## src/iop_pkg.sv

```systemverilog
// Purpose: Shared constants for the port 2 and port 5 pin control block.
// Assumes: Byte-wide registers on a 16-bit address bus.
// Notes: Port 2 offsets and select bit positions are local choices.
package iop_pkg;
  localparam int ADDR_W = 16;
  localparam int DATA_W = 8;
  localparam logic [15:0] OFS_P5_MODE = 16'hff9b;
  localparam logic [15:0] OFS_P5_PULL = 16'hff9e;
  localparam logic [15:0] OFS_P5_DATA = 16'hffd8;
  localparam logic [15:0] OFS_P5_DIR = 16'hffe8;
  localparam logic [15:0] OFS_P2_MODE = 16'hffc9;
  localparam logic [15:0] OFS_P2_PULL = 16'hff9d;
  localparam logic [15:0] OFS_P2_DATA = 16'hffd5;
  localparam logic [15:0] OFS_P2_DIR = 16'hffe5;
  localparam logic [7:0] RST_REG = 8'h00;
  localparam logic [7:0] DIR_READ = 8'hff;
  localparam logic [7:0] UNMAPPED_READ = 8'h00;
  localparam int BIT_INT4_SEL = 0;
  localparam int BIT_SCK_SEL = 1;
  localparam int BIT_SIN_SEL = 2;
  localparam int PIN_INT4 = 0;
  localparam int PIN_SCK = 1;
  localparam int PIN_SIN = 2;
  localparam int PIN_INONLY = 7;
  localparam logic [7:0] P2_MODE_MASK = 8'h07;
  localparam logic [7:0] P2_PULL_MASK = 8'h7f;
  typedef enum logic [5:0] {
    PWR_ACTIVE = 6'b00_0001,
    PWR_SUBACTIVE = 6'b00_0010,
    PWR_SLEEP = 6'b00_0100,
    PWR_SUBSLEEP = 6'b00_1000,
    PWR_WATCH = 6'b01_0000,
    PWR_STANDBY = 6'b10_0000
  } iop_pwr_t;
endpackage

```

## src/iop_pin_ctrl.sv

```systemverilog
// Purpose: Register file and pin logic for port 2 and port 5.
// Assumes: Pin inputs are synchronous to i_clock.
// Notes: Pin drive and enable are held in flops so sleep modes retain them.
`timescale 1ns/1ps
module iop_pin_ctrl (
  input wire logic i_clock,
  input wire logic i_reset,
  input wire logic [iop_pkg::ADDR_W-1:0] i_addr,
  input wire logic [iop_pkg::DATA_W-1:0] i_wdata,
  input wire logic i_wr,
  input wire logic i_rd,
  output logic [iop_pkg::DATA_W-1:0] o_rdata,
  input wire iop_pkg::iop_pwr_t i_pwr_mode,
  input wire logic i_clock_source_bit3,
  input wire logic i_conv_trigger_enable,
  input wire logic i_serial_clk_out,
  output logic o_serial_data_in,
  output logic o_serial_clk_in,
  output logic o_ext_int4_n,
  output logic o_conv_ext_trigger_n,
  input wire logic [7:0] i_p2_in,
  output logic [7:0] o_p2_out,
  output logic [7:0] o_p2_oe,
  output logic [7:0] o_p2_pullup,
  input wire logic [7:0] i_p5_in,
  output logic [7:0] o_p5_out,
  output logic [7:0] o_p5_oe,
  output logic [7:0] o_p5_pullup,
  output logic [7:0] o_wakeup_n
);
  import iop_pkg::*;

  // Power mode decode, shared by both ports.
  function automatic logic is_live(input iop_pwr_t m);
    is_live = (m == PWR_ACTIVE) || (m == PWR_SUBACTIVE);
  endfunction

  function automatic logic is_off(input iop_pwr_t m);
    is_off = (m == PWR_STANDBY);
  endfunction

  logic [7:0] port2_mode_reg;
  logic [7:0] port2_direction_reg;
  logic [7:0] port2_pullup_reg;
  logic [7:0] port2_data;
  logic [7:0] port5_pin_mode;
  logic [7:0] port5_pullup_ctrl;
  logic [7:0] port5_data;
  logic [7:0] port5_direction;

  wire sel_p5_mode = (i_addr == OFS_P5_MODE);
  wire sel_p5_pull = (i_addr == OFS_P5_PULL);
  wire sel_p5_data = (i_addr == OFS_P5_DATA);
  wire sel_p5_dir = (i_addr == OFS_P5_DIR);
  wire sel_p2_mode = (i_addr == OFS_P2_MODE);
  wire sel_p2_pull = (i_addr == OFS_P2_PULL);
  wire sel_p2_data = (i_addr == OFS_P2_DATA);
  wire sel_p2_dir = (i_addr == OFS_P2_DIR);

  wire pwr_live = is_live(i_pwr_mode);
  wire pwr_off = is_off(i_pwr_mode);

  // Register writes.
  always_ff @(posedge i_clock) begin
    if (i_reset) begin
      port2_mode_reg <= RST_REG;
      port2_direction_reg <= RST_REG;
      port2_pullup_reg <= RST_REG;
      port2_data <= RST_REG;
      port5_pin_mode <= RST_REG;
      port5_pullup_ctrl <= RST_REG;
      port5_data <= RST_REG;
      port5_direction <= RST_REG;
    end else if (i_wr) begin
      if (sel_p2_mode) begin
        port2_mode_reg <= i_wdata & P2_MODE_MASK;
      end
      if (sel_p2_dir) begin
        port2_direction_reg <= i_wdata;
      end
      if (sel_p2_pull) begin
        port2_pullup_reg <= i_wdata;
      end
      if (sel_p2_data) begin
        port2_data <= i_wdata;
      end
      if (sel_p5_mode) begin
        port5_pin_mode <= i_wdata;
      end
      if (sel_p5_dir) begin
        port5_direction <= i_wdata;
      end
      if (sel_p5_pull) begin
        port5_pullup_ctrl <= i_wdata;
      end
      if (sel_p5_data) begin
        port5_data <= i_wdata;
      end
    end
  end

  // Port 2 alternate function selects.
  wire serial_in_select = port2_mode_reg[BIT_SIN_SEL];
  wire serial_clk_select = port2_mode_reg[BIT_SCK_SEL];
  wire ext_int4_select = port2_mode_reg[BIT_INT4_SEL];

  // Port 2 drive before the power-mode stage.
  logic [7:0] p2_fn_oe;
  logic [7:0] p2_fn_out;
  always_comb begin
    p2_fn_oe = port2_direction_reg;
    p2_fn_out = port2_data;
    p2_fn_oe[PIN_INONLY] = 1'b0;
    if (serial_in_select) begin
      p2_fn_oe[PIN_SIN] = 1'b0;
    end
    if (serial_clk_select) begin
      p2_fn_oe[PIN_SCK] = ~i_clock_source_bit3;
      p2_fn_out[PIN_SCK] = i_serial_clk_out;
    end
    if (ext_int4_select) begin
      p2_fn_oe[PIN_INT4] = 1'b0;
    end
  end

  // Port 5 drive: direction counts only in GPIO mode; data pass through in every mode.
  wire [7:0] p5_fn_oe = port5_direction & ~port5_pin_mode;
  wire [7:0] p5_fn_out = port5_data;

  // Pin stage: live modes follow, standby and reset float, others hold.
  always_ff @(posedge i_clock) begin
    if (i_reset) begin
      o_p2_oe <= RST_REG;
      o_p2_out <= RST_REG;
      o_p5_oe <= RST_REG;
      o_p5_out <= RST_REG;
    end else if (pwr_live) begin
      o_p2_oe <= p2_fn_oe;
      o_p2_out <= p2_fn_out;
      o_p5_oe <= p5_fn_oe;
      o_p5_out <= p5_fn_out;
    end else if (pwr_off) begin
      o_p2_oe <= RST_REG;
      o_p5_oe <= RST_REG;
    end
  end

  // Pull-ups stay on in standby so the pin reads high.
  wire [7:0] p2_pull_fn = ~port2_direction_reg & port2_pullup_reg;
  wire [7:0] p5_pull_fn = ~port5_direction & port5_pullup_ctrl;
  assign o_p2_pullup = p2_pull_fn & P2_PULL_MASK;
  assign o_p5_pullup = p5_pull_fn;

  // Inputs routed to the serial, interrupt and converter units.
  assign o_serial_data_in = serial_in_select & i_p2_in[PIN_SIN];
  wire sck_in_mode = serial_clk_select & i_clock_source_bit3;
  assign o_serial_clk_in = sck_in_mode & i_p2_in[PIN_SCK];
  assign o_ext_int4_n = ~ext_int4_select | i_p2_in[PIN_INT4];
  wire trig_on = ext_int4_select & i_conv_trigger_enable;
  assign o_conv_ext_trigger_n = ~trig_on | i_p2_in[PIN_INT4];

  // Wake-up inputs are active low.
  genvar n;
  generate
    for (n = 0; n < 8; n++) begin : g_wake
      assign o_wakeup_n[n] = ~port5_pin_mode[n] | i_p5_in[n];
    end
  endgenerate

  // Read mux: outputs show the latch, inputs show the pin.
  wire [7:0] p5_read = (port5_direction & port5_data) |
    (~port5_direction & i_p5_in);
  wire [7:0] p2_read = (port2_direction_reg & port2_data) |
    (~port2_direction_reg & i_p2_in);
  logic [7:0] next_rdata;
  always_comb begin
    next_rdata = UNMAPPED_READ;
    if (sel_p5_mode) begin
      next_rdata = port5_pin_mode;
    end
    if (sel_p5_pull) begin
      next_rdata = port5_pullup_ctrl;
    end
    if (sel_p5_data) begin
      next_rdata = p5_read;
    end
    if (sel_p5_dir) begin
      next_rdata = DIR_READ;
    end
    if (sel_p2_mode) begin
      next_rdata = port2_mode_reg;
    end
    if (sel_p2_pull) begin
      next_rdata = port2_pullup_reg;
    end
    if (sel_p2_data) begin
      next_rdata = p2_read;
    end
    if (sel_p2_dir) begin
      next_rdata = DIR_READ;
    end
  end

  always_ff @(posedge i_clock) begin
    if (i_reset) begin
      o_rdata <= UNMAPPED_READ;
    end else if (i_rd) begin
      o_rdata <= next_rdata;
    end else begin
      o_rdata <= UNMAPPED_READ;
    end
  end

  // Checks.
  AST_P2_PIN7_FLOAT: assert property (
    @(posedge i_clock) disable iff (i_reset)
    o_p2_oe[PIN_INONLY] == 1'b0)
    else $error("Port 2 pin 7 is driven.");

  AST_P2_PIN7_NO_PULL: assert property (
    @(posedge i_clock) disable iff (i_reset)
    o_p2_pullup[PIN_INONLY] == 1'b0)
    else $error("Port 2 pin 7 pull-up is on.");

  AST_P2_PULL_RULE: assert property (
    @(posedge i_clock) disable iff (i_reset)
    o_p2_pullup[6:0] ==
      (port2_pullup_reg[6:0] & ~port2_direction_reg[6:0]))
    else $error("Port 2 pull-up wrong.");

  AST_P5_PULL_RULE: assert property (
    @(posedge i_clock) disable iff (i_reset)
    (port5_direction == 8'h00) |-> o_p5_pullup == port5_pullup_ctrl)
    else $error("Port 5 pull-up wrong.");

  AST_DIR_READ_ONES: assert property (
    @(posedge i_clock) disable iff (i_reset)
    (i_rd && sel_p5_dir) |=> o_rdata == 8'hff)
    else $error("Direction read is not all ones.");

  AST_P5_DATA_READ: assert property (
    @(posedge i_clock) disable iff (i_reset)
    (i_rd && sel_p5_data && !i_wr) |=> o_rdata ==
      (($past(port5_direction) & $past(port5_data)) |
       (~$past(port5_direction) & $past(i_p5_in))))
    else $error("Port 5 data read wrong.");

  AST_STANDBY_FLOAT: assert property (
    @(posedge i_clock) disable iff (i_reset)
    pwr_off |=> (o_p2_oe == 8'h00) && (o_p5_oe == 8'h00))
    else $error("Pins driven in standby.");

  AST_SLEEP_HOLD: assert property (
    @(posedge i_clock) disable iff (i_reset)
    (!pwr_live && !pwr_off) |=> $stable(o_p5_oe) && $stable(o_p5_out)
      && $stable(o_p2_oe) && $stable(o_p2_out))
    else $error("Pins changed while held.");

  AST_P5_GPIO_ONLY: assert property (
    @(posedge i_clock) disable iff (i_reset)
    pwr_live |=> o_p5_oe == ($past(port5_direction) &
      ~$past(port5_pin_mode)))
    else $error("Port 5 drive ignores mode.");

  AST_SIN_INPUT: assert property (
    @(posedge i_clock) disable iff (i_reset)
    (pwr_live && serial_in_select) |=> !o_p2_oe[PIN_SIN])
    else $error("Serial input pin driven.");

  AST_SCK_DIR: assert property (
    @(posedge i_clock) disable iff (i_reset)
    (pwr_live && serial_clk_select) |=>
      o_p2_oe[PIN_SCK] == !$past(i_clock_source_bit3))
    else $error("Serial clock pin direction wrong.");

  AST_INT4_TRIG: assert property (
    @(posedge i_clock) disable iff (i_reset)
    (!ext_int4_select || !i_conv_trigger_enable) |->
      o_conv_ext_trigger_n)
    else $error("Trigger passed while disabled.");

  AST_WAKE_GATE: assert property (
    @(posedge i_clock) disable iff (i_reset)
    (port5_pin_mode == 8'h00) |-> o_wakeup_n == 8'hff)
    else $error("Wake-up asserted in GPIO mode.");

  AST_RESET_CLEAR: assert property (
    @(posedge i_clock)
    i_reset |=> port5_data == 8'h00 && port5_direction == 8'h00 &&
      port5_pullup_ctrl == 8'h00 && o_p2_pullup == 8'h00)
    else $error("Reset values wrong.");

  AST_RESET_FLOAT: assert property (
    @(posedge i_clock)
    i_reset |=> (o_p2_oe == 8'h00) && (o_p5_oe == 8'h00))
    else $error("Pins driven after reset.");

  AST_INT4_INPUT: assert property (
    @(posedge i_clock) disable iff (i_reset)
    (pwr_live && ext_int4_select) |=> !o_p2_oe[PIN_INT4])
    else $error("Interrupt 4 pin driven.");

  AST_INT4_PATH: assert property (
    @(posedge i_clock) disable iff (i_reset)
    ext_int4_select |-> o_ext_int4_n == i_p2_in[PIN_INT4])
    else $error("Interrupt 4 input does not follow the pin.");

  AST_TRIG_PATH: assert property (
    @(posedge i_clock) disable iff (i_reset)
    (ext_int4_select && i_conv_trigger_enable) |->
      o_conv_ext_trigger_n == i_p2_in[PIN_INT4])
    else $error("Trigger input does not follow the pin.");

  AST_SIN_PATH: assert property (
    @(posedge i_clock) disable iff (i_reset)
    serial_in_select |-> o_serial_data_in == i_p2_in[PIN_SIN])
    else $error("Serial data input does not follow the pin.");

  AST_SIN_GPIO: assert property (
    @(posedge i_clock) disable iff (i_reset)
    (pwr_live && !serial_in_select) |=>
      o_p2_oe[PIN_SIN] == $past(port2_direction_reg[PIN_SIN]))
    else $error("Pin 2 ignores its direction bit.");

  AST_SCK_IN_GATE: assert property (
    @(posedge i_clock) disable iff (i_reset)
    !(serial_clk_select && i_clock_source_bit3) |-> !o_serial_clk_in)
    else $error("Serial clock input passed while not selected.");

  AST_SCK_OUT_DATA: assert property (
    @(posedge i_clock) disable iff (i_reset)
    (pwr_live && serial_clk_select) |=>
      o_p2_out[PIN_SCK] == $past(i_serial_clk_out))
    else $error("Serial clock output does not follow the serial unit.");

  AST_P2_PULL_OUT_OFF: assert property (
    @(posedge i_clock) disable iff (i_reset)
    (o_p2_pullup & port2_direction_reg) == 8'h00)
    else $error("Port 2 pull-up on an output pin.");

  AST_P5_PULL_OUT_OFF: assert property (
    @(posedge i_clock) disable iff (i_reset)
    (o_p5_pullup & port5_direction) == 8'h00)
    else $error("Port 5 pull-up on an output pin.");

  AST_STANDBY_PULL: assert property (
    @(posedge i_clock) disable iff (i_reset)
    pwr_off |-> o_p5_pullup == (port5_pullup_ctrl & ~port5_direction))
    else $error("Port 5 pull-up dropped in standby.");

  AST_P5_DRIVE_DATA: assert property (
    @(posedge i_clock) disable iff (i_reset)
    pwr_live |=> o_p5_out == $past(port5_data))
    else $error("Port 5 drive does not follow the latch.");

  AST_WAKE_PATH: assert property (
    @(posedge i_clock) disable iff (i_reset)
    (port5_pin_mode != 8'h00) |->
      ((o_wakeup_n ^ i_p5_in) & port5_pin_mode) == 8'h00)
    else $error("Wake-up inputs do not follow the pins.");

endmodule // iop_pin_ctrl

```

## config.mk

```make
export PLATFORM = sky130hd
export DESIGN_NAME = iop_pin_ctrl
export DESIGN_NICKNAME = d
export VERILOG_FILES = /design/src/iop_pkg.sv /design/src/iop_pin_ctrl.sv
export SDC_FILE = /design/constraint.sdc
export NUM_CORES = 1
export LEC_CHECK = 0
export ABC_AREA = 1
export BUFFER_PORTS_ARGS = -buffer_cell sky130_fd_sc_hd__buf_2
export CORE_ASPECT_RATIO = 0.8
export CORE_UTILIZATION = 30
export CTS_BUF_LIST = sky130_fd_sc_hd__clkbuf_8
export CTS_CLUSTER_SIZE = 24
export DETAILED_ROUTE_END_ITERATION = 16
export PLACE_DENSITY = 0.64
export SLEW_MARGIN = 20
export SYNTH_ARGS = -nofsm -noshare
export SYNTH_HDL_FRONTEND = slang
export SYNTH_SLANG_ARGS = --single-unit
export TNS_END_PERCENT = 30
```

## constraint.sdc

```tcl
create_clock -name i_clock -period 1.1 [get_ports i_clock]
set_input_delay 0.11 -clock i_clock [delete_from_list [all_inputs] [get_ports i_clock]]
set_output_delay 0.11 -clock i_clock [all_outputs]
set_load 0.02 [all_outputs]
```

# After elaboration in Yosys (flattened, before gate mapping)
# Index checks and enable logic that the tools add are counted.
totals:
  ff_bits: 98
  input_bits: 53
  out_inout_bits: 68
  word_cells: 89
op_classes:
  eq_ne: 11
  muxes: 16
  bitwise_logic: 38
  reduce_logical: 11
ops:
  columns: ["op", "n"]
  rows:
  - ["$eq 16x16->1 const B", 8]
  - ["$mux 8", 10]
  - ["$and 8x8->8", 6]
  - ["$not 8->8", 3]
  - ["$or 8x8->8", 2]
  - ["$reduce_and 2->1", 8]
  - ["$mux 7", 2]
  - ["$not 1->1", 12]
  - ["$or 1x1->1", 10]
  - ["$and 7x7->7", 1]
  - ["$eq 6x1->1 const B", 1]
  - ["$eq 6x2->1 const B", 1]
  - ["$eq 6x6->1 const B", 1]
  - ["$and 1x1->1", 4]
  - ["$mux 1", 4]
  - ["$reduce_bool 2->1", 1]
  - ["$reduce_or 2->1", 1]
  - ["$logic_or 1x1->1", 1]

# Depth between registers and ports, before layout
# Gate-level depths: netlist of the first run.
depth:
  ltp_word: 9
  mapped_depth: 14
  depth_no_buf: 14

# Worst setup path after synthesis of the first run
# No wires, ideal clock.
synth_path:
  path_type: "input port to flip-flop"
  start: "in i_addr[8] (netlist bit)"
  end: "reg port5_pin_mode[5]"
  setup_time_ns: 0.080
  t_arrival_ns: 1.114
  t_required_ns: 1.020
  path_slack_ns: -0.093
  path_stages: 10
  n_path_buf: 2
  cell_sequence: "nand2_1 nor2_2 nand2_2 inv_2 buf_6 nand2_4 nor2_8 buf_8 nor2_1 a211oi_2"
synth_between:
  elab_chain_cells: 2
synth_rtl:
  columns: ["element", "line", "source"]
  rows:
  - ["from (decl)", "iop_pin_ctrl.sv:8", "input wire logic [iop_pkg::ADDR_W-1:0] i_addr,"]
  - ["$eq 16x16->1", "iop_pin_ctrl.sv:51", "wire sel_p5_mode = (i_addr == OFS_P5_MODE);"]
  - ["$reduce_and 2->1 (no line)", null, null]
  - ["to (signal assigned)", "iop_pin_ctrl.sv:88", "port5_pin_mode <= i_wdata;"]
  - ["to (decl)", "iop_pin_ctrl.sv:46", "logic [7:0] port5_pin_mode;"]
# Every way passes these cells.
# A chain may end at the register's enable or synchronous reset.

# Final worst setup path of the first run
layout_path:
  start: "reg port5_pin_mode[3]"
  end: "out o_wakeup_n[3]"
layout_between:
  elab_chain_cells: 2
layout_rtl:
  columns: ["element", "line", "source"]
  rows:
  - ["$not 1->1", "iop_pin_ctrl.sv:166", "assign o_wakeup_n[n] = ~port5_pin_mode[n] | i_p5_in[n];"]
  - ["$or 1x1->1", "iop_pin_ctrl.sv:166", null]
  - ["to (decl)", "iop_pin_ctrl.sv:29", "output logic [7:0] o_wakeup_n"]
# Every way passes these cells.

==> results of run 1 <==
layout by cell type (no fill, tap or decap), drive strengths merged, types with 6 or more instances in the layout:
cell type | netlist | layout
inv | 102 | 105
clkbuf | 11 | 12
nand3 | 24 | 24
or2 | 6 | 6
nand2 | 87 | 87
nor2 | 121 | 121
a21oi | 18 | 18
o21ai | 29 | 29
buf | 15 | 169
a211oi | 75 | 75
dfxtp | 98 | 98
per-stage QoR:
stage / total power, W / setup TNS, ns / std cells / hold slack [ns]
after floorplan: 0.003862 / -0.6653 / 612 / 0.2859
after global placement: 0.004114 / -20.50 / 936 / 0.4467
after detailed placement: 0.004113 / -21.64 / 936 / 0.4518
after CTS: 0.006282 / -2.106 / 958 / 0.05479
after global routing: 0.006490 / -3.398 / 961 / 0.05896
final: 0.006249 / -1.552 / 961 / 0.07143
power breakdown:
part | internal, W | switching [W] | leakage [nW] | total (W)
Clock | 0.000986 | 0.00122 | 0.102 | 0.00220
Sequential | 0.00355 | 0.00000778 | 0.812 | 0.00356
Combinational | 0.000169 | 0.000316 | 1.82 | 0.000485
Total | 0.00471 | 0.00154 | 2.74 | 0.00625
what timing repair did:
action | CTS | global route
resized for setup | 130 | 56
endpoints found under the setup margin | 34 | 64
pin swaps | 16 | 16
buffers inserted | 7 | 3
hold buffers | 0 | 0
metal layers:
| layer | global-route usage [%] | wire length (µm) |
|---|---|---|
| met5 | 0 | 0 |
| met4 | 4.783 | 226 |
| met3 | 3.893 | 888 |
| met2 | 29.95 | 6449 |
| met1 | 24.03 | 6536 |
area by class of cell:
cell class | instances | area share, %
antenna | 1 | 0.03895
tap | 189 | 3.681
clock inverter | 4 | 0.2921
multi-input combinational | 386 | 36.63
clock buffer | 12 | 2.571
timing repair buffer | 169 | 19.36
sequential | 98 | 31.43
inverter | 102 | 5.998
kinds of logic after synthesis:
logic type | share of synthesized area, %
buf+inv | 12.10
xor+xnor | 0.1899
flops | 42.53
compound gates | 19.12
mux | 0.8679
other cells | 0.08129
simple gates | 25.12
how the worst max path moves through the flow:
stage,start,endpoint,slack [ns],depth (start not counted)
CTS,port5_pin_mode[3],o_wakeup_n[3],-0.14,3
detailed placement,i_addr[8],o_rdata[0],-0.32,14
floorplan,i_addr[8],port5_pin_mode[6],-0.08,10
finish,port5_pin_mode[3],o_wakeup_n[3],-0.13,3
global placement,i_addr[5],o_rdata[1],-0.28,12
global route,port5_direction[6],o_rdata[6],-0.18,6
worst reg2reg max path: cells and delay by family (launching register included):
family	cells	cell delay, ns
compound gates	2	0.24
buf+inv	1	0.05
simple gates	2	0.20
mux	1	0.24
flops	1	0.37
==> flow_summary.toml, run 1 <==
[final_layout]
layout-drive-gt1-share_pct = 42.02
area_delta_synth_final_pct = 39.27
n_fill_cell = 1547
nNetsFinal = 819
finalInstanceArea_mm2 = 0.006425
ff_latch_area_mm2 = 0.002019
multi_input_area_mm2 = 0.002354
final_core_util_pct = 42.79

[worst_setup_path]
cp.required_ns = 0.99
rr_worst_depth = 6
r2r_slack_ns = -0.09
crit_arrival_ns = 1.12
cp-start-kind = "flip-flop"
cp_top_family = "flip-flops"
r2r_start = "port5_direction[6]"
worstSetupPathType = "flip-flop to output pin"
r2r_end = "o_rdata[6]"
crit_path_max_incr_delay_ns = 0.34
crit_buf_inv = 2
critPathSlowestCell = "dfxtp_2"
crit_path_end_kind = "output pin"
crit_chain = "inv_2 -> or2_4 -> buf_6"
crit_fanout = 3

[min_path]
holdCritStartpoint = "i_wdata[6]"
min_to = "port5_direction[6]"
min_path_cells = 3
min_path_type = "primary input to flip-flop"

[clock_tree]
numCtsBuffers = 9
htree_num_levels = 3
clock-root-buffer = "clkbuf_8"
clkLatencyLatePin_ns = 0.37
cts_tree = "yes"
clkSinkCount = 98
clk_pin_slew_ns = 0.09
clk_path_buf_depth = 2

[floorplan]
io_pins = 121
core_mm2 = 0.01501
initial_utilization_pct = 30.72
rows = 40
die_x_um = 140.6
fp.dieH_um = 112.9
die_area_mm2 = 0.01588

[power]
power.density_mw_per_mm2 = 972.5
cellLeakagePower_nw = 2.739
ir_drop_uv = 448.7

[run_status]
status = "complete, but fails checks"
violations = "setup timing"

[global_route]
gr-total-overflow = 0
grt_pass1_wl_um = 21920
antenna_found_initial = 1
track_usage_pct = 18.15
grt_max_degree = 51
grt_pass1_vias = 4133

[synth]
yosysUniqueCellTypes = 33
seq_area_frac_synth_pct = 42.53
synth_ff_type = "dfxtp_1"
synthTopCellsByArea = "dfxtp_1 43%, a211oi_1 11%, nor2_1 8.8%"
yosys.area.top_type_share_pct = 42.53
syn-cell-area_mm2 = 0.004613
synth_edf_count = 0
yosysMostFrequentCell = "nor2_1"
avgSynthCellArea_um2 = 7.550
synthCells = 611
synth_warnings = 0
synth_area_leader_cell = "dfxtp_1"
synth-seq-cells = 98
synthArstFlopShare_pct = 0
yosys-top-cells-count = "108 x nor2_1, 98 x dfxtp_1, 98 x inv_1, 80 x nand2_1, 69 x a211oi_1"

[timing]
finalSetupViolations = 27
period_share_pct = 111.7
timing.fmax_mhz = 813.9
fin_crit_ns = 1.229
grt_setup_unrepaired = "yes"
layout_setup_ws_ns = -0.1287
final_max_slew_viol_count = 0
finClkSkew_ns = 0.003200
finalHoldViolCount = 0

[detailed_routing]
firstDrtPassIters = 4
wirelength_um = 14100
viasPerCell = 4.618
ant_nets = 0
drtIter0Drc = 274
route.detailed.drc = 0
wl_per_cell_um = 14.67
num_vias = 4438

[job]
max_cap_violations = 0

[placed_design]
dp_hpwl_um = 10670
portBuffers = 118
place_congestion = 0.8264
dpl_cell_area_mm2 = 0.005731
pre_cts_slack_ns = -0.3180
Note: power is estimated with default switching activity, not from simulation.
==> inputs of run 2 (changes only) <==
- CTS_CLUSTER_SIZE: 24 -> 28
- PLACE_DENSITY: 0.64 -> unset
==> run 2 against run 1 <==
  * The flow still finishes with violations (setup timing)
  * Global-route usage grew 0.29 points
  * Sequential power barely moved
  * Sequential cell count did not move
  * Register-to-register slack hardly changed
  * Worst setup slack worse by 0.015 ns
  * Maximum frequency fell by 1.2%
  * Routed wire length is 2.4% higher
  * Critical path depth unchanged
  * Final area grew 1.3%
  * Clock power increased by 7%
  * Highest routed layer unchanged
==> flow_summary.toml, run 2 (same netlist as run 1, synthesis figures left out) <==
[timing]
finalSetupViolations = 28
final_max_slew_viol_count = 0
finClkSkew_ns = 0.008957
finalHoldViolCount = 0
fin_crit_ns = 1.244
period_share_pct = 113.1
timing.fmax_mhz = 803.9
layout_setup_ws_ns = -0.1439
grt_setup_unrepaired = "yes"

[final_layout]
finalInstanceArea_mm2 = 0.006509
final_common_cell = "buf_2"
layout-drive-gt1-share_pct = 41.87
nNetsFinal = 830
mostFrequentLayoutCells = "93 x buf_2, 89 x nor2_1, 86 x inv_1"
area_delta_synth_final_pct = 41.09

[clock_tree]
clk_pin_slew_ns = 0.09
clkSinkCount = 98
cts_tree = "yes"
htree_num_levels = 3
clkLatencyLatePin_ns = 0.37
postCtsHoldBufs = 0
clock-root-buffer = "clkbuf_8"
clk_path_buf_depth = 2
numCtsBuffers = 9

[min_path]
min_to = "port2_direction_reg[3]"
min_path_type = "primary input to flip-flop"
min_path_cells = 2
holdCritStartpoint = "i_reset"

[run_status]
violations = "setup timing"
status = "complete, but fails checks"

[worst_setup_path]
crit_fanout = 3
r2r_end = "o_rdata[0]"
r2r_slack_ns = -0.09
crit_path_end_kind = "output pin"
rr_worst_depth = 9
r2r_start = "port5_direction[0]"
crit_arrival_ns = 1.13
worstSetupPathType = "flip-flop to output pin"
cp-start-kind = "flip-flop"
cp.required_ns = 0.99

[placed_design]
portBuffers = 118
place_congestion = 0.8403
pre_cts_slack_ns = -0.3758
dp_hpwl_um = 10880
dpl_cell_area_mm2 = 0.005761

[detailed_routing]
ant_nets = 0
viasPerCell = 4.627
drtIter0Drc = 282
num_vias = 4493
wirelength_um = 14440
wl_per_cell_um = 14.88
route.detailed.drc = 0
firstDrtPassIters = 4

[floorplan]
rows = 40
initial_utilization_pct = 30.72
die_x_um = 140.6
core_mm2 = 0.01501
die_area_mm2 = 0.01588
fp.dieH_um = 112.9
io_pins = 121

[global_route]
track_usage_pct = 18.44
antenna_found_initial = 1
grt_pass1_wl_um = 22290
gr-total-overflow = 0
grt_max_degree = 49
grt_pass1_vias = 4087

[power]
power.density_mw_per_mm2 = 984.4
cellLeakagePower_nw = 2.787
ir_drop_uv = 634.7

[job]
max_cap_violations = 0
run 2: cell types whose count changed in the layout (fill, tap and decap cells not counted), sizes merged:
| cell | delta |
|---|---|
| buf | +11 |
| inv | -3 |
| clkbuf | -2 |
| clkinv | +2 |
| bufinv | +1 |
| clkinvlp | +1 |
run 2: layout make-up:
cell class,count,area [µm²]
Fill cell,1518,8506
Multi-Input combinational cell,386,2332
Sequential cell,98,2014
Timing Repair Buffer,180,1345
Inverter,102,385.4
Tap cell,189,236.5
Clock buffer,10,137.6
Clock inverter,5,55.05
Antenna cell,1,2.502
run 2: stage by stage:
step / power (W) / hold WS (ns) / std cells / utilization (%) / setup TNS (ns)
floorplan: 0.003862 / 0.2859 / 612 / - / -0.6653
global placement: 0.004119 / 0.4063 / 940 / 38.37 / -21.76
detailed placement: 0.004120 / 0.4181 / 940 / 38.37 / -22.45
CTS: 0.006447 / 0.007080 / 968 / 42.34 / -2.363
global route: 0.006626 / 0.03388 / 971 / 43.35 / -3.592
finish: 0.006407 / 0.02745 / 971 / 43.35 / -1.830
run 2: how the worst max path moves through the flow:
stage | from | end | slack (ns) | cells past startpoint
floorplan | i_addr[8] | port5_pin_mode[6] | -0.08 | 10
global placement | i_addr[5] | o_rdata[2] | -0.36 | 12
detailed placement | i_addr[5] | o_rdata[2] | -0.38 | 12
CTS | port5_pin_mode[0] | o_wakeup_n[0] | -0.16 | 3
global route | port5_direction[0] | o_rdata[0] | -0.25 | 9
finish | port5_pin_mode[0] | o_wakeup_n[0] | -0.14 | 3
run 2: power breakdown:
| group | internal, W | switching [W] |
|---|---|---|
| Combinational | 0.000170 | 0.000318 |
| Sequential | 0.00355 | 0.00000735 |
| Clock | 0.00109 | 0.00126 |
| Total | 0.00482 | 0.00159 |
run 2: worst max-delay path, cell delays in order, from the launching register on:
cell and delay (ns):
dfxtp_2 0.37, inv_2 0.05, or2_4 0.22, buf_6 0.13
run 2: routing by layer:
layer / track usage [%] / vias up / routed length (µm)
li1: - / 2322 / -
met1: 25.37 / 2052 / 6986
met2: 29.52 / 104 / 6590
met3: 3.428 / 15 / 657
met4: 5.072 / 0 / 210
met5: 0 / - / 0
run 2: repair_timing:
item | CTS | global route
endpoints found under the setup margin | 34 | 66
buffers inserted | 13 | 2
pin swaps | 15 | 13
gates resized for setup | 132 | 51
==> inputs of run 3 (changes only) <==
- SKIP_CTS_REPAIR_TIMING: unset -> 1
==> run 3 against run 2 <==
  * The flow still finishes with violations (setup timing)
  * Combinational power hardly changed
  * Maximum frequency fell by 0.43%
  * Via count is essentially flat
  * Critical path depth is the same
  * Global-route usage is 0.55 points lower
  * First-iteration DRC count fell by 4.3%
  * Sequential share of layout area increased by 0.23 points
  * Utilization down 0.47 points
  * Register-to-register slack about the same
  * Critical path type unchanged
  * Critical endpoint unchanged
==> flow_summary.toml, run 3 (same netlist as run 1, synthesis figures left out) <==
[run_status]
status = "complete, but fails checks"
violations = "setup timing"

[clock_tree]
clock-root-buffer = "clkbuf_8"
cts_tree = "yes"
clk_pin_slew_ns = 0.09
clkLatencyLatePin_ns = 0.37
numCtsBuffers = 9
clk_path_buf_depth = 2
clkSinkCount = 98
htree_num_levels = 3

[floorplan]
die_x_um = 140.6
core_mm2 = 0.01501
io_pins = 121
fp.dieH_um = 112.9
initial_utilization_pct = 30.72
die_area_mm2 = 0.01588
rows = 40

[worst_setup_path]
crit_chain = "inv_2 -> or2_4 -> buf_6"
rr_worst_depth = 6
r2r_start = "port5_direction[3]"
crit_arrival_ns = 1.14
cp-start-kind = "flip-flop"
r2r_slack_ns = -0.09
critPathSlowestCell = "dfxtp_2"
crit_fanout = 3
crit_path_max_incr_delay_ns = 0.37
cp.required_ns = 0.99
worstSetupPathType = "flip-flop to output pin"
crit_path_end_kind = "output pin"
r2r_end = "o_rdata[3]"

[job]
max_cap_violations = 0

[min_path]
min_path_cells = 2
min_path_type = "primary input to flip-flop"
holdCritStartpoint = "i_reset"
min_to = "port2_direction_reg[3]"

[placed_design]
portBuffers = 118
dp_hpwl_um = 10880
place_congestion = 0.8403
dpl_cell_area_mm2 = 0.005761

[timing]
period_share_pct = 113.6
finalSetupViolations = 29
finalHoldViolCount = 0
finClkSkew_ns = 0.01338
timing.fmax_mhz = 800.5
final_max_slew_viol_count = 0
layout_setup_ws_ns = -0.1493
grt_setup_unrepaired = "yes"
fin_crit_ns = 1.249

[power]
ir_drop_uv = 684.0
cellLeakagePower_nw = 2.755
power.density_mw_per_mm2 = 993.6
p_seq_share_pct = 55.7
p_sw_w = 0.001579
p_sw_share_pct = 24.68
pwr-share-clk_pct = 36.7
power_frac_comb_pct = 7.6
power.total_w = 0.006396
p_int_w = 0.004818

[detailed_routing]
route.detailed.drc = 0
num_vias = 4496
viasPerCell = 4.645
firstDrtPassIters = 4
wl_per_cell_um = 14.90
wirelength_um = 14420
drtIter0Drc = 270
ant_nets = 0

[global_route]
gr-total-overflow = 0
track_usage_pct = 17.89
grt_pass1_wl_um = 21610
use_met1_pct = 24.63
use_met3_pct = 3.851
grt_use_met2_pct = 28.16
grt_pass1_vias = 3985
grt_max_degree = 49
grt_busiest_layer = "met2"
antenna_found_initial = 1

[final_layout]
mostFrequentLayoutCells = "93 x buf_2, 88 x nor2_1, 87 x inv_1"
finalInstanceArea_mm2 = 0.006437
area_delta_synth_final_pct = 39.54
final_common_cell = "buf_2"
nNetsFinal = 827
layout-drive-gt1-share_pct = 40.10
[run 3: metal layers]
metal	wire (µm)	vias up
met1	7009	2050
li1	-	2320
met4	272	0
met3	650	19
met2	6490	107
met5	0	-
[run 3: worst max-delay path by stage]
stage               slack, ns                from  depth (start not counted)                 to
floorplan               -0.08           i_addr[8]                         10  port5_pin_mode[6]
global placement        -0.36           i_addr[5]                         12         o_rdata[2]
detailed placement      -0.38           i_addr[5]                         12         o_rdata[2]
CTS                     -0.30   port5_pin_mode[0]                          3      o_wakeup_n[0]
global route            -0.24  port5_direction[0]                          9         o_rdata[0]
finish                  -0.15   port5_pin_mode[0]                          3      o_wakeup_n[0]
[run 3: layout make-up]
type	instances	area, µm²
fill	1514	8577
multi-input combinational	386	2321
sequential	98	2007
timing repair buffer	177	1292
inverter	102	385.4
tap	189	236.5
clock buffer	10	137.6
clock inverter	5	55.05
antenna	1	2.502
[run 3: through the flow]
step	hold WS (ns)	cells	setup TNS, ns	worst slack (ns)	util [%]
after floorplan	0.2859	612	-0.6653	-0.08025	-
after global placement	0.4063	940	-21.76	-0.3587	38.37
after detailed placement	0.4181	940	-22.45	-0.3758	38.37
after CTS	0.01254	955	-5.497	-0.2957	39.65
after global routing	0.03384	968	-3.977	-0.2365	42.88
final	0.03040	968	-2.069	-0.1493	42.88
[run 3: power groups by stage]
| stage | clock, W | sequential [W] | combinational [W] |
|---|---|---|---|
| finish | 0.00235 | 0.00356 | 0.000487 |
| global route | 0.00253 | 0.00357 | 0.000524 |
| CTS | 0.00241 | 0.00357 | 0.000473 |
| detailed placement | 0 | 0.00365 | 0.000470 |
| global placement | 0 | 0.00365 | 0.000469 |
| floorplan | 0 | 0.00367 | 0.000196 |
[run 3: critical path, delay by kind of cell, from the launching register on]
kind	cells	cell delay, ns
AND/OR/NAND/NOR	1	0.22
buffers and inverters	2	0.18
flip-flops	1	0.37
